`src/verilog/ssp_regs.svh`:
```
`ifndef SSP_REGS_SVH
`define SSP_REGS_SVH
// register indices (word-per-register, byte address = index * 4)
`define SSP_ADDR_BUF 4'h0
`define SSP_ADDR_CTL1 4'h1
`define SSP_ADDR_CTL2 4'h2
`define SSP_ADDR_PERIPHERAL_IRQ_REQUEST_1 4'h3
`define SSP_ADDR_IMASK 4'h4
`define SSP_ADDR_STAT 4'h5
`define SSP_ADDR_DIV 4'h6
// field positions
`define SSP_PERIPHERAL_IRQ_REQUEST_1_BCF 3
`define SSP_CTL1_EN 5
`define SSP_CTL1_MASTER 0
`define SSP_CTL2_CSE 0
`define SSP_CTL2_START 1
`define SSP_CTL2_STOP 2
`define SSP_CTL2_MASTER_RECEIVE_ENABLE 3
// reset values
`define SSP_DIV_RST 8'h31
// timing counts
`define SSP_EXTRA_CLOCKS 4'h9
`define SSP_BITS_PER_BYTE 4'h8
`endif

```
`src/verilog/ssp_pkg.sv`:
```
package ssp_pkg;
  typedef enum logic [1:0] {
    SSP_M_IDLE = 2'b00,
    SSP_M_RECV = 2'b01,
    SSP_M_RUNON = 2'b10,
    SSP_M_EXTRA = 2'b11
  } ssp_mstate_t;
endpackage

```
`src/verilog/ssp_i2c_port.sv`:
```
// Local design decisions: the strobed register port and the placing of the registers.
`timescale 1ns/1ps
`include "ssp_regs.svh"
module ssp_i2c_port
  import ssp_pkg::*;
(
  // clock and reset
  input wire logic clock,
  input wire logic rst_n,
  // register port
  input wire logic [3:0] addr,
  input wire logic [7:0] wdata,
  input wire logic wr,
  input wire logic rd,
  output logic [7:0] rdata,
  // interrupt
  output logic irq,
  // i2c pins
  input wire logic scl_in,
  output logic scl_out,
  output logic scl_oe,
  input wire logic sda_in,
  output logic sda_out,
  output logic sda_oe
);

  // register state
  logic [7:0] buf_q, sr_q, div_q, rdata_q, ctl1_q, ctl2_q, mask_q;
  logic [7:0] pir_q;
  logic master_receive_enable_q;
  logic stretch_q;
  logic [3:0] bit_q;
  logic [3:0] extra_q;
  logic [7:0] cnt_q;
  logic mscl_q;
  ssp_mstate_t ms_q;
  // three-stage pin samplers
  logic [2:0] scl_s, sda_s;
  logic scl_f_q, sda_f_q;

  // pin filtering: a level counts once stages two and three agree
  always_ff @(posedge clock) begin
    if (!rst_n) begin
      scl_s <= 3'h7;
      sda_s <= 3'h7;
      scl_f_q <= 1'b1;
      sda_f_q <= 1'b1;
    end else begin
      scl_s <= {scl_s[1:0], scl_in};
      sda_s <= {sda_s[1:0], sda_in};
      if (scl_s[1] == scl_s[2]) scl_f_q <= scl_s[2];
      if (sda_s[1] == sda_s[2]) sda_f_q <= sda_s[2];
    end
  end

  // bus conditions from filtered levels
  logic scl_pd, sda_pd;
  always_ff @(posedge clock) begin
    if (!rst_n) begin
      scl_pd <= 1'b1;
      sda_pd <= 1'b1;
    end else begin
      scl_pd <= scl_f_q;
      sda_pd <= sda_f_q;
    end
  end
  wire scl_rise = scl_f_q & ~scl_pd;
  wire start_det = scl_f_q & scl_pd & sda_pd & ~sda_f_q;
  wire stop_det = scl_f_q & scl_pd & ~sda_pd & sda_f_q;

  // decode
  wire en = ctl1_q[`SSP_CTL1_EN];
  wire master = ctl1_q[`SSP_CTL1_MASTER];
  wire cse = ctl2_q[`SSP_CTL2_CSE];
  wire wr_buf = wr && addr == `SSP_ADDR_BUF;
  wire wr_ctl1 = wr && addr == `SSP_ADDR_CTL1;
  wire wr_ctl2 = wr && addr == `SSP_ADDR_CTL2;
  wire wr_pir = wr && addr == `SSP_ADDR_PERIPHERAL_IRQ_REQUEST_1;
  wire rd_buf = rd && addr == `SSP_ADDR_BUF;
  wire dis = wr_ctl1 && !wdata[`SSP_CTL1_EN];
  wire mtick = cnt_q == 8'h00;

  // slave receive: shift on scl rise, byte done after eight bits
  wire slv_act = en && !master;
  wire slv_byte = slv_act && scl_rise && bit_q == (`SSP_BITS_PER_BYTE - 4'h1);
  // master bit clock: toggle of generated scl at each divider tick
  wire m_run = en && master && ms_q != SSP_M_IDLE;
  wire m_rise = m_run && mtick && !mscl_q;
  wire m_byte = ms_q == SSP_M_RECV && m_rise && bit_q == (`SSP_BITS_PER_BYTE - 4'h1);
  wire byte_done = slv_byte || m_byte;
  // the ninth slave clock carries the acknowledge and must not enter the shifter
  wire slv_ack = slv_act && scl_rise && bit_q == `SSP_BITS_PER_BYTE;
  wire shift_en = (slv_act && scl_rise && !slv_ack) || (ms_q == SSP_M_RECV && m_rise);
  wire [7:0] sr_next = {sr_q[6:0], sda_f_q};

  // byte-complete flag: the hardware set wins over a software clear
  wire bcf_set = byte_done;
  wire bcf_clr = wr_pir && wdata[`SSP_PERIPHERAL_IRQ_REQUEST_1_BCF];

  always_ff @(posedge clock) begin
    if (!rst_n) begin
      pir_q <= 8'h00;
    end else if (bcf_set) begin
      pir_q[`SSP_PERIPHERAL_IRQ_REQUEST_1_BCF] <= 1'b1;
    end else if (bcf_clr) begin
      pir_q[`SSP_PERIPHERAL_IRQ_REQUEST_1_BCF] <= 1'b0;
    end
  end
  assign irq = |(pir_q & mask_q);

  // shift register and buffer; an unread buffer is overwritten
  always_ff @(posedge clock) begin
    if (!rst_n) begin
      sr_q <= 8'h00;
      buf_q <= 8'h00;
      bit_q <= 4'h0;
    end else begin
      if (slv_ack || m_byte) begin
        bit_q <= 4'h0;
      end else if (shift_en) begin
        bit_q <= bit_q + 4'h1;
      end
      if (shift_en) sr_q <= sr_next;
      if (start_det || stop_det || !en) bit_q <= 4'h0;
      if (byte_done) buf_q <= sr_next;
      else if (wr_buf) buf_q <= wdata;
    end
  end

  // clock stretch: hold scl low after a byte until the buffer is read
  always_ff @(posedge clock) begin
    if (!rst_n) begin
      stretch_q <= 1'b0;
    end else if (slv_byte && cse) begin
      stretch_q <= 1'b1;
    end else if (rd_buf || !slv_act) begin
      // leaving slave mode drops a stale hold so it cannot block a master clock
      stretch_q <= 1'b0;
    end
  end

  // master receive sequencer with the run-on defect kept
  logic master_receive_enable_set;
  assign master_receive_enable_set = wr_ctl2 && wdata[`SSP_CTL2_MASTER_RECEIVE_ENABLE] && en && master;
  always_ff @(posedge clock) begin
    if (!rst_n) begin
      ms_q <= SSP_M_IDLE;
      master_receive_enable_q <= 1'b0;
      extra_q <= 4'h0;
    end else if (dis) begin
      ms_q <= SSP_M_IDLE;
      master_receive_enable_q <= 1'b0;
    end else begin
      unique case (ms_q)
        SSP_M_IDLE: begin
          if (master_receive_enable_set) begin
            ms_q <= SSP_M_RECV;
            master_receive_enable_q <= 1'b1;
          end
        end
        SSP_M_RECV: begin
          if (stop_det) ms_q <= SSP_M_RUNON;
          else if (m_byte) begin
            ms_q <= SSP_M_IDLE;
            master_receive_enable_q <= 1'b0;
          end
        end
        SSP_M_RUNON: begin
          if (start_det) begin
            ms_q <= SSP_M_EXTRA;
            extra_q <= 4'h0;
          end
        end
        SSP_M_EXTRA: begin
          if (m_rise) extra_q <= extra_q + 4'h1;
          if (m_rise && extra_q == `SSP_EXTRA_CLOCKS - 4'h1) begin
            ms_q <= SSP_M_IDLE;
            master_receive_enable_q <= 1'b0;
          end
        end
      endcase
    end
  end

  // master scl divider
  always_ff @(posedge clock) begin
    if (!rst_n) begin
      cnt_q <= `SSP_DIV_RST;
      mscl_q <= 1'b1;
    end else if (!m_run) begin
      cnt_q <= div_q;
      mscl_q <= 1'b1;
    end else if (mtick) begin
      cnt_q <= div_q;
      mscl_q <= ~mscl_q;
    end else begin
      cnt_q <= cnt_q - 8'h01;
    end
  end

  // control registers
  always_ff @(posedge clock) begin
    if (!rst_n) begin
      ctl1_q <= 8'h00;
      ctl2_q <= 8'h00;
      mask_q <= 8'h00;
      div_q <= `SSP_DIV_RST;
    end else begin
      if (wr_ctl1) ctl1_q <= wdata;
      if (wr_ctl2) ctl2_q <= {wdata[7:4], 3'h0, wdata[`SSP_CTL2_CSE]};
      if (wr && addr == `SSP_ADDR_IMASK) mask_q <= wdata;
      if (wr && addr == `SSP_ADDR_DIV) div_q <= wdata;
    end
  end

  // read mux, data one cycle after the strobe
  wire [7:0] ctl2_rd = {ctl2_q[7:4], master_receive_enable_q, 2'h0, ctl2_q[`SSP_CTL2_CSE]};
  wire [7:0] stat_rd = {4'h0, stretch_q, ms_q == SSP_M_RUNON, ms_q};
  wire [7:0] rd_mux = (addr == `SSP_ADDR_BUF) ? buf_q :
                      (addr == `SSP_ADDR_CTL1) ? ctl1_q :
                      (addr == `SSP_ADDR_CTL2) ? ctl2_rd :
                      (addr == `SSP_ADDR_PERIPHERAL_IRQ_REQUEST_1) ? pir_q :
                      (addr == `SSP_ADDR_IMASK) ? mask_q :
                      (addr == `SSP_ADDR_STAT) ? stat_rd :
                      (addr == `SSP_ADDR_DIV) ? div_q : 8'h00;
  always_ff @(posedge clock) begin
    if (!rst_n) rdata_q <= 8'h00;
    else rdata_q <= rd ? rd_mux : 8'h00;
  end
  assign rdata = rdata_q;

  // open-drain pins: enable only while pulling low
  assign scl_out = 1'b0;
  assign scl_oe = stretch_q || (m_run && !mscl_q);
  assign sda_out = 1'b0;
  assign sda_oe = 1'b0;

  // assertions
  a_flag_on_byte: assert property (@(posedge clock) disable iff (!rst_n)
    byte_done |=> pir_q[`SSP_PERIPHERAL_IRQ_REQUEST_1_BCF])
    else $error("byte complete did not set flag");
  a_stretch_holds: assert property (@(posedge clock) disable iff (!rst_n)
    (slv_byte && cse && en) |=> scl_oe until_with (rd_buf || !slv_act))
    else $error("scl released before buffer read");
  a_runon_master_receive_enable: assert property (@(posedge clock) disable iff (!rst_n)
    (ms_q == SSP_M_RUNON) |-> master_receive_enable_q)
    else $error("receive enable dropped during run-on");
  a_disable_clears: assert property (@(posedge clock) disable iff (!rst_n)
    dis |=> !master_receive_enable_q && ms_q == SSP_M_IDLE)
    else $error("disable did not clear receive enable");
  a_extra_end: assert property (@(posedge clock) disable iff (!rst_n)
    (ms_q == SSP_M_EXTRA && m_rise && extra_q == (`SSP_EXTRA_CLOCKS - 4'h1) && !dis) |=> !master_receive_enable_q)
    else $error("receive enable not cleared after nine clocks");
  a_buf_capture: assert property (@(posedge clock) disable iff (!rst_n)
    byte_done |=> buf_q == $past(sr_next))
    else $error("buffer not loaded with byte");
  // receive path: the acknowledge clock and idle cycles leave data alone
  a_ack_no_shift: assert property (@(posedge clock) disable iff (!rst_n)
    slv_ack |=> bit_q == 4'h0 && $stable(sr_q))
    else $error("acknowledge clock entered the shifter");
  a_buf_holds: assert property (@(posedge clock) disable iff (!rst_n)
    !(byte_done || wr_buf) |=> $stable(buf_q))
    else $error("buffer changed without a byte");
  a_flag_clear: assert property (@(posedge clock) disable iff (!rst_n)
    (bcf_clr && !bcf_set) |=> !pir_q[`SSP_PERIPHERAL_IRQ_REQUEST_1_BCF])
    else $error("flag not cleared by write of one");
  a_flag_sticky: assert property (@(posedge clock) disable iff (!rst_n)
    (pir_q[`SSP_PERIPHERAL_IRQ_REQUEST_1_BCF] && !bcf_clr) |=> pir_q[`SSP_PERIPHERAL_IRQ_REQUEST_1_BCF])
    else $error("flag dropped without a clear");
  a_flag_irq: assert property (@(posedge clock) disable iff (!rst_n)
    (pir_q[`SSP_PERIPHERAL_IRQ_REQUEST_1_BCF] && mask_q[`SSP_PERIPHERAL_IRQ_REQUEST_1_BCF]) |-> irq)
    else $error("unmasked flag without interrupt");
  a_stretch_release: assert property (@(posedge clock) disable iff (!rst_n)
    (stretch_q && rd_buf && !slv_byte) |=> !stretch_q)
    else $error("scl hold kept after buffer read");
  // master sequencer: run-on, extra clocks and disable
  a_runon_clock: assert property (@(posedge clock) disable iff (!rst_n)
    (ms_q == SSP_M_RUNON && m_run && mtick && !wr_ctl1) |=> scl_oe != $past(scl_oe))
    else $error("scl stopped during run-on");
  a_runon_stays: assert property (@(posedge clock) disable iff (!rst_n)
    (ms_q == SSP_M_RUNON && !start_det && !dis) |=> ms_q == SSP_M_RUNON)
    else $error("run-on left without a start");
  a_extra_master_receive_enable: assert property (@(posedge clock) disable iff (!rst_n)
    (ms_q == SSP_M_EXTRA) |-> master_receive_enable_q)
    else $error("receive enable dropped during extra clocks");
  a_idle_no_master_receive_enable: assert property (@(posedge clock) disable iff (!rst_n)
    (ms_q == SSP_M_IDLE) |-> !master_receive_enable_q)
    else $error("receive enable set while idle");
  a_idle_scl_free: assert property (@(posedge clock) disable iff (!rst_n)
    (ms_q == SSP_M_IDLE && !stretch_q) |-> !scl_oe)
    else $error("scl pulled low while idle");
  a_disable_scl: assert property (@(posedge clock) disable iff (!rst_n)
    dis |=> ##1 !scl_oe)
    else $error("scl still pulled after disable");
endmodule

```
`config.mk`:
```
export PLATFORM = sky130hd
export DESIGN_NAME = ssp_i2c_port
export DESIGN_NICKNAME = d
export VERILOG_FILES = /design/src/verilog/ssp_pkg.sv /design/src/verilog/ssp_i2c_port.sv
export VERILOG_INCLUDE_DIRS = /design/src /design/src/verilog
export SDC_FILE = /design/constraint.sdc
export NUM_CORES = 1
export LEC_CHECK = 0
export BUFFER_PORTS_ARGS = -buffer_cell sky130_fd_sc_hd__buf_4
export CAP_MARGIN = 20
export CORE_ASPECT_RATIO = 1.5
export CORE_MARGIN = 2
export CORE_UTILIZATION = 60
export CTS_CLUSTER_SIZE = 12
export DETAILED_ROUTE_END_ITERATION = 7
export GPL_TIMING_DRIVEN = 0
export PLACE_DENSITY = 0.83
export SYNTH_ARGS = -nofsm -noshare
export SYNTH_HDL_FRONTEND = slang
export SYNTH_SLANG_ARGS = --single-unit
```
`constraint.sdc`:
```
create_clock -name clock -period 5.5 [get_ports clock]
set_input_delay 1.1 -clock clock [delete_from_list [all_inputs] [get_ports clock]]
set_output_delay 1.1 -clock clock [all_outputs]
set_load 0.005 [all_outputs]
```
# Word level (Yosys, flattened, before mapping)
# Cells that the tools add are included.
totals:
  output_inout_bits: 13
  word_cells: 143
  regBits: 84
classes:
  eq_ne: 21
  n_addsub: 3
  reduce_logical: 56
  bitwise_logic: 13
  mux: 29
ops:
  columns: ["cell", "n"]
  rows:
  - ["$mux 8", 11]
  - ["$logic_and 1x1->1", 26]
  - ["$eq 4x3->1 const B", 4]
  - ["$ne 2x2->1 const B", 6]
  - ["$mux 2", 5]
  - ["$reduce_bool 2->1", 5]
  - ["$add 4x1->4 const B", 2]
  - ["$and 4x8->8", 1]
  - ["$eq 4x2->1 const B", 2]
  - ["$eq 4x4->1 const B", 2]
  - ["$logic_not 8->1", 1]
  - ["$mux 1", 8]
  - ["$mux 4", 2]
  - ["$pmux 2 s4", 1]
  - ["$pmux 4 s2", 1]
  - ["$reduce_and 4->1", 2]
  - ["$reduce_or 8->1", 1]
  - ["$sub 8x1->8 const B", 1]
  - ["$logic_or 1x1->1", 7]
  - ["$and 1x1->1", 6]
  - ["$logic_not 1->1", 6]
  - ["$not 1->1", 6]
  - ["$reduce_and 5->1", 1]
  - ["$eq 2x2->1 const B", 2]
  - ["11 further kinds", 13]

# Logic depth before layout (Yosys ltp)
# Gate-level depths: netlist (run 1).
logic_depth:
  depth_word: 9
  ltp_mapped: 8
  mapped_depth_nobuf: 7

# Worst setup path before layout (run 1)
# No wires, ideal clock.
synth_timing:
  path_type: "input -> register"
  from: "input addr[1]"
  to: "register buf_q[4]"
  stages: 5
  n_path_buf: 2
  setup_slack_ns: 3.080
  t_arrival_ns: 2.329
  setup_ns: 0.091
  required_ns: 5.409
  path_cell_list: "clkbuf_1 nor4_1 clkbuf_1 nand3_1 a311oi_1"
synth_via:
  elab_chain_cells: 3
synth_lines:
  columns: ["element", "line", "rtl"]
  rows:
  - ["from (decl)", "ssp_i2c_port.sv:11", "input wire logic [3:0] addr,"]
  - ["$logic_not 4->1 (no line)", null, null]
  - ["$logic_and 1x1->1 (no line)", null, null]
  - ["$reduce_bool 2->1 (no line)", null, null]
  - ["to (signal assigned)", "ssp_i2c_port.sv:125", "if (byte_done) buf_q <= sr_next;"]
  - ["to (signal assigned)", "ssp_i2c_port.sv:126", "else if (wr_buf) buf_q <= wdata;"]
  - ["to (decl)", "ssp_i2c_port.sv:28", "logic [7:0] buf_q, sr_q, div_q, rdata_q, ctl1_q, ctl2_q, mask_q;"]
# No other way between the ends.
# A chain may end at the register's enable or synchronous reset.

# Final worst setup path (run 1)
layout_timing:
  from: "register ctl1_q[5]"
  to: "output scl_oe"
layout_via:
  elab_chain_cells: 4
layout_lines:
  columns: ["element", "line", "rtl"]
  rows:
  - ["from (decl)", "ssp_i2c_port.sv:28", null]
  - ["from (signal assigned)", "ssp_i2c_port.sv:209", "if (wr_ctl1) ctl1_q <= wdata;"]
  - ["$logic_and 1x1->1 (2 in series)", "ssp_i2c_port.sv:87", "wire m_run = en && master && ms_q != SSP_M_IDLE;"]
  - ["$logic_and 1x1->1", "ssp_i2c_port.sv:234", "assign scl_oe = stretch_q || (m_run && !mscl_q);"]
  - ["$logic_or 1x1->1", "ssp_i2c_port.sv:234", null]
  - ["to (decl)", "ssp_i2c_port.sv:21", "output logic scl_oe,"]
# No other way between the ends.

==> results.py, run 1 <==
metrics = {
    "sta": {
        "period_share": 0.502,
        "rsz0062_at_grt": "no",
        "finalMaxSlewViolations": 0,
        "max_freq_mhz": 362,
        "clock_skew_ns": 0.00889,
        "setup_viol": 0,
        "worst_pin_slew_ns": 0.845,
        "fin_crit_ns": 2.76,
        "hold_viol": 0,
        "tns_ns": 0,
        "max-slew-margin-rel": 0.429,
    },
    "floorplan": {
        "start_util": 0.614,
        "fp-row-count": 35,
        "dieHeight_um": 101,
        "io_pins": 31,
        "die_area_sq_um": 6890,
        "die_x_um": 68.5,
        "coreArea_sq_um": 6090,
    },
    "placement": {
        "gp_congestion": 1.01,
        "io_buffers": 26,
        "dp_hpwl_mm": 6.95,
    },
    "layout": {
        "fill_cells": 511,
        "diodes": 0,
        "post-route-util": 0.693,
        "drive_gt1_frac": 0.130,
        "nNetsFinal": 482,
        "area_growth_syn_to_layout_pct": 12.8,
    },
    "clock_tree": {
        "postCtsSetupBuffers": 0,
        "cts_htree_levels": 3,
        "cts_tree": "yes",
        "cts_root_buf": "clkbuf_8",
        "numCtsBuffers": 9,
        "clock_path_buffers": 2,
        "cts.sinks": 84,
        "clkLatencyLatePin_ns": 0.37,
        "clkTransAtPathRegs_ns": 0.09,
        "postCtsResizedCells": 0,
        "postCtsHoldBufs": 0,
    },
    "run": {
        "cap_violations": 0,
    },
    "setup_path": {
        "path_max_fanout": 8,
        "crit_family": "compound AO/OA/AOI/OAI gates",
        "path_cells": "o211ai_1, o21bai_1, buf_4",
        "crit_path_end_kind": "output port",
        "cp_slowest_cell": "dfxtp_1",
        "critPathBufInv": 1,
        "worst_ep_required_time_ns": 4.40,
        "critPathArrivalTime_ns": 1.66,
        "slowest_delay_ns": 0.52,
        "crit_path_start_kind": "flip-flop",
        "crit_type": "flip-flop to output port",
    },
    "drt": {
        "wl_mm": 9.70,
        "first_pass_iters": 5,
        "postRouteAntennaNets": 0,
        "first_iter_violations": 317,
        "routed_via_density": 6.18,
        "drc": 0,
        "routedWlPerCell_um": 18.1,
        "num_vias": 3316,
    },
    "grt": {
        "grt_pass1_vias": 3192,
        "grt_pass1_wl_mm": 15.4,
        "grt_max_degree": 17,
        "groute.usage.overall": 0.304,
        "antenna_found_initial": 0,
        "grt-ovfl-total": 0,
    },
    "hold_path": {
        "hp-class": "flip-flop to flip-flop",
    },
    "logic_synthesis": {
        "syn_area_sq_um": 3740,
        "seq_area_frac_synth": 0.450,
        "ys_warn_count": 0,
        "synth_ff_type": "dfxtp_1",
        "synth-seq-cells": 84,
        "synth_area_per_cell_sq_um": 8.93,
        "synth_enable_flop_cells": 0,
        "synth-async-reset-ratio": 0,
        "synth_cells": 419,
        "yosys.cell_types.count": 57,
    },
    "pwr": {
        "ir_worst_vdd_v": 0.000248,
        "power_leakage_nw": 1.57,
        "p_per_area_nw_per_um2": 260,
    },
    "status": {
        "status": "completed",
    },
}
[metal layers]
layer | wire length [um] | global-route usage
met4 | 663 | 0.208
met2 | 4700 | 0.496
met1 | 3740 | 0.338
met3 | 594 | 0.0737
met5 | 0 | 0
[state kept, by name, indices dropped and copies added, names as in the netlist, 3 cells and up, named ones only]
signal and flops:
buf_q 8, cnt_q 8, ctl1_q 8, div_q 8, mask_q 8, rdata 8
sr_q 7, ctl2_q 5, bit_q 4, extra_q 4, scl_s 3, sda_s 3
[logic make-up after synthesis]
group	synth area share
multiplexers	0.110
buffers and inverters	0.0428
XOR/XNOR	0.0187
AND/OR/NAND/NOR	0.216
AO/OA/AOI/OAI	0.142
flip-flops	0.450
adder cells (fa/ha/maj)	0.0201
other	0.00100
[per-stage QoR]
step	hold slack, ns	instances	cell area (sq um)	total power, W	setup WS (ns)
floorplan	0.386	421	3750	0.000666	3.08
global placement	0.401	521	4040	0.000695	2.60
detailed placement	0.406	521	4040	0.000696	2.54
CTS	0.431	537	4220	0.00110	2.81
global route	0.443	537	4220	0.00113	2.66
finish	0.430	537	4220	0.00110	2.74
[synthesized netlist by cell type, types with 2 or more instances]
cell | instances | area share
dfxtp_1 | 84 | 0.45
nor2_1 | 61 | 0.061
nand2_1 | 42 | 0.042
mux2i_1 | 32 | 0.086
a21oi_1 | 24 | 0.032
nand3_1 | 24 | 0.032
clkbuf_1 | 18 | 0.018
inv_1 | 12 | 0.012
nand2b_1 | 11 | 0.018
a311oi_1 | 9 | 0.021
o21ai_0 | 8 | 0.011
ha_1 | 6 | 0.020
xnor2_1 | 6 | 0.014
a211oi_1 | 5 | 0.010
a22oi_1 | 4 | 0.0080
and3_1 | 4 | 0.0067
buf_4 | 4 | 0.0080
mux4_2 | 4 | 0.024
nand4_1 | 4 | 0.0067
nor3_1 | 4 | 0.0054
nand4b_1 | 3 | 0.0070
nor2b_1 | 3 | 0.0050
nor4_1 | 3 | 0.0050
o211ai_1 | 3 | 0.0060
a2111oi_0 | 2 | 0.0047
a221oi_1 | 2 | 0.0047
a222oi_1 | 2 | 0.0054
buf_2 | 2 | 0.0027
o21a_1 | 2 | 0.0040
o311ai_0 | 2 | 0.0047
o31ai_1 | 2 | 0.0040
xor2_1 | 2 | 0.0047
[power by group]
part            total, W  internal, W  switching [W]  leakage, nW
sequential      0.000618     0.000614     0.00000423        0.679
clock           0.000415     0.000172       0.000243       0.0925
combinational  0.0000653    0.0000242      0.0000411        0.798
[worst paths after layout]
kind                           from                       to  slack (ns)  cells past startpoint
min reg2reg     scl_s[0]$_SDFF_PN1_      scl_s[1]$_SDFF_PN1_        0.43                      1
max          ctl1_q[5]$_SDFFE_PN0P_                   scl_oe        2.74                      3
max reg2reg     cnt_q[0]$_SDFF_PN1_  extra_q[2]$_SDFFE_PN0P_        3.12                      7
min             scl_s[0]$_SDFF_PN1_      scl_s[1]$_SDFF_PN1_        0.43                      1
[cell type report]
cell class / count / area, sq um / area share
buffer: 25 / 111 / 0.0264
timing repair buffer: 26 / 195 / 0.0463
inverter: 13 / 48.8 / 0.0116
tap: 74 / 92.6 / 0.0220
clock inverter: 7 / 58.8 / 0.0139
clock buffer: 9 / 124 / 0.0294
sequential: 84 / 1680 / 0.399
multi-input combinational: 299 / 1910 / 0.452
[placed cells by master (no fill, tap or decap), types with 5 or more instances in the layout]
cell / n
dfxtp_1: 84
clkbuf_8: 9
a211oi_1: 5
nand3_1: 24
mux2i_1: 32
inv_1: 12
xnor2_1: 6
clkbuf_1: 18
buf_4: 30
ha_1: 6
nand2_1: 42
a311oi_1: 9
a21oi_1: 24
nor2_1: 61
nand2b_1: 11
o21ai_0: 8
Note: power is estimated with default switching activity, not from simulation.
==> inputs of run 2 (changes only) <==
--- a/config.mk
+++ b/config.mk
@@ -10,11 +10,11 @@
 export CAP_MARGIN = 20
 export CORE_ASPECT_RATIO = 1.5
 export CORE_MARGIN = 2
-export CORE_UTILIZATION = 60
+export CORE_UTILIZATION = 53
 export CTS_CLUSTER_SIZE = 12
 export DETAILED_ROUTE_END_ITERATION = 7
 export GPL_TIMING_DRIVEN = 0
-export PLACE_DENSITY = 0.83
+export PLACE_DENSITY = 0.78
 export SYNTH_ARGS = -nofsm -noshare
 export SYNTH_HDL_FRONTEND = slang
 export SYNTH_SLANG_ARGS = --single-unit
==> constraint.sdc (replaced) <==
create_clock -name clock -period 2.4 [get_ports clock]
set_input_delay 0.48 -clock clock [delete_from_list [all_inputs] [get_ports clock]]
set_output_delay 0.48 -clock clock [all_outputs]
set_load 0.005 [all_outputs]
==> results.py, run 2 (synthesized netlist as in run 1, its figures left out) <==
metrics = {
    "status": {
        "status": "completed",
    },
    "layout": {
        "diodes": 0,
        "layout_common_cells": "84 x dfxtp_1, 61 x nor2_1, 42 x nand2_1",
        "nNetsFinal": 482,
        "final_cell_count_no_fill": 541,
        "register_area_sq_um": 1680,
        "multi_input_area_sq_um": 1910,
        "drive_gt1_frac": 0.130,
        "final_common_cell": "dfxtp_1",
        "fill_cells": 605,
        "area_growth_syn_to_layout_pct": 13.6,
    },
    "pwr": {
        "power_leakage_nw": 1.58,
        "power_frac_comb": 0.058,
        "switchingPower_w": 0.000602,
        "p_per_area_nw_per_um2": 611,
        "ir_worst_vdd_v": 0.000317,
        "power.share.switching": 0.232,
        "total_power_w": 0.00260,
        "power.share.clock": 0.397,
        "seqPwrFrac": 0.545,
        "power.internal_w": 0.00200,
    },
    "sta": {
        "finalMaxSlewViolations": 0,
        "rsz0062_at_grt": "no",
        "clock_skew_ns": 0.0123,
        "worst_pin_slew_ns": 0.738,
        "fin_crit_ns": 2.27,
        "layout_setup_ws_ns": 0.132,
        "period_share": 0.945,
        "max_freq_mhz": 441,
        "holdWs_ns": 0.292,
        "hold_viol": 0,
        "max-slew-margin-rel": 0.501,
        "tns_ns": 0,
        "setup_viol": 0,
    },
    "grt": {
        "grt_pass1_wl_mm": 15.2,
        "groute.usage.overall": 0.260,
        "antenna_found_initial": 0,
        "grt_pass1_vias": 3189,
        "grt-ovfl-total": 0,
        "grt_max_degree": 14,
    },
    "placement": {
        "dp_hpwl_mm": 6.92,
        "preCtsSetupSlack_ns": 0.0656,
        "place_inst": 525,
        "gp_congestion": 0.957,
        "io_buffers": 26,
    },
    "floorplan": {
        "start_util": 0.546,
        "io_pins": 31,
        "dieHeight_um": 107,
        "fp-row-count": 37,
        "die_x_um": 72.6,
        "coreArea_sq_um": 6850,
        "die_area_sq_um": 7760,
    },
    "clock_tree": {
        "cts_root_buf": "clkbuf_8",
        "numCtsBuffers": 9,
        "cts_tree": "yes",
        "cts.sinks": 84,
        "postCtsHoldBufs": 0,
        "clkTransAtPathRegs_ns": 0.08,
        "clkLatencyLatePin_ns": 0.37,
        "clock_path_buffers": 2,
        "cts_htree_levels": 3,
    },
    "hold_path": {
        "hp-class": "primary input to flip-flop",
    },
    "drt": {
        "drc": 0,
        "dr.max_layer_used": "met4",
        "route.met2.wl_mm": 4.54,
        "first_iter_violations": 377,
        "first_pass_iters": 5,
        "routedWlPerCell_um": 17.4,
        "route.met3.wl_um": 552,
        "wl_met1_mm": 3.75,
        "num_vias": 3276,
        "wl_mm": 9.39,
        "postRouteAntennaNets": 0,
        "routed_via_density": 6.06,
    },
    "setup_path": {
        "critPathArrivalTime_ns": 2.57,
        "crit_type": "flip-flop to flip-flop",
        "critPathBufInv": 1,
        "path_max_fanout": 6,
        "cp_slowest_cell": "or3b_2",
        "crit_path_end_kind": "flip-flop",
        "slowest_delay_ns": 0.51,
        "crit_path_start_kind": "flip-flop",
        "worst_ep_required_time_ns": 2.70,
        "crit_family": "simple AND/OR/NAND/NOR gates",
        "path_cells": "inv_1, ha_1, or3b_2, nor4_4, o2111ai_1, or3b_1, a21oi_2",
    },
    "run": {
        "cap_violations": 0,
    },
}
==> run 2: power groups by stage <==
| stage | Combinational, W | Sequential [W] | Clock [W] |
|---|---|---|---|
| after CTS | 0.000148 | 0.00142 | 0.00105 |
| after global routing | 0.000162 | 0.00142 | 0.00110 |
| after detailed placement | 0.000147 | 0.00145 | 0 |
| after floorplan | 0.0000813 | 0.00145 | 0 |
| after global placement | 0.000146 | 0.00145 | 0 |
| final | 0.000150 | 0.00142 | 0.00103 |
==> run 2: layout make-up <==
class	instances	area share
flip-flops and latches	84	0.396
well taps	78	0.0230
repair buffers	26	0.0459
plain buffers	25	0.0262
clock buffers	12	0.0365
inverters	13	0.0115
multi-input cells	299	0.450
clock inverters	4	0.0112
==> run 2: metrics by stage <==
stage                     cell area [sq um]  utilization
final                                  4250        0.620
after global routing                   4250        0.620
after CTS                              4240        0.619
after detailed placement               4040        0.590
after global placement                 4040        0.590
after floorplan                        3750            -
==> run 2: worst reg2reg max path, delay by kind of cell, from the launching register on <==
| kind | cells | cell delay (ns) |
|---|---|---|
| AND/OR/NAND/NOR | 3 | 1.31 |
| flip-flops | 1 | 0.33 |
| AO/OA/AOI/OAI | 2 | 0.33 |
| adder cells (fa/ha/maj) | 1 | 0.15 |
| buffers and inverters | 1 | 0.10 |
==> run 2: path summary, 6_finish.rpt <==
path / cells past startpoint / end / slack, ns / start
setup reg to reg: 7 / bit_q[3]$_SDFFE_PP0P_ / 0.13 / cnt_q[0]$_SDFF_PN1_
hold reg to reg: 1 / sda_s[1]$_SDFF_PN1_ / 0.42 / sda_s[0]$_SDFF_PN1_
hold / removal: 2 / sda_s[0]$_SDFF_PN1_ / 0.29 / sda_in
setup / recovery: 7 / bit_q[3]$_SDFFE_PP0P_ / 0.13 / cnt_q[0]$_SDFF_PN1_
==> run 2: per-layer routing <==
metal  global-route usage  vias to the layer above
li1                     -                     1553
met1                0.284                     1555
met2                0.427                      129
met3               0.0630                       39
met4                0.188                        0
met5                    0                        -
==> run 2: what timing repair did <==
item | CTS | global route
gates resized for setup | 0 | 1
endpoints found under the setup margin | 0 | 5
buffers inserted | 0 | 0
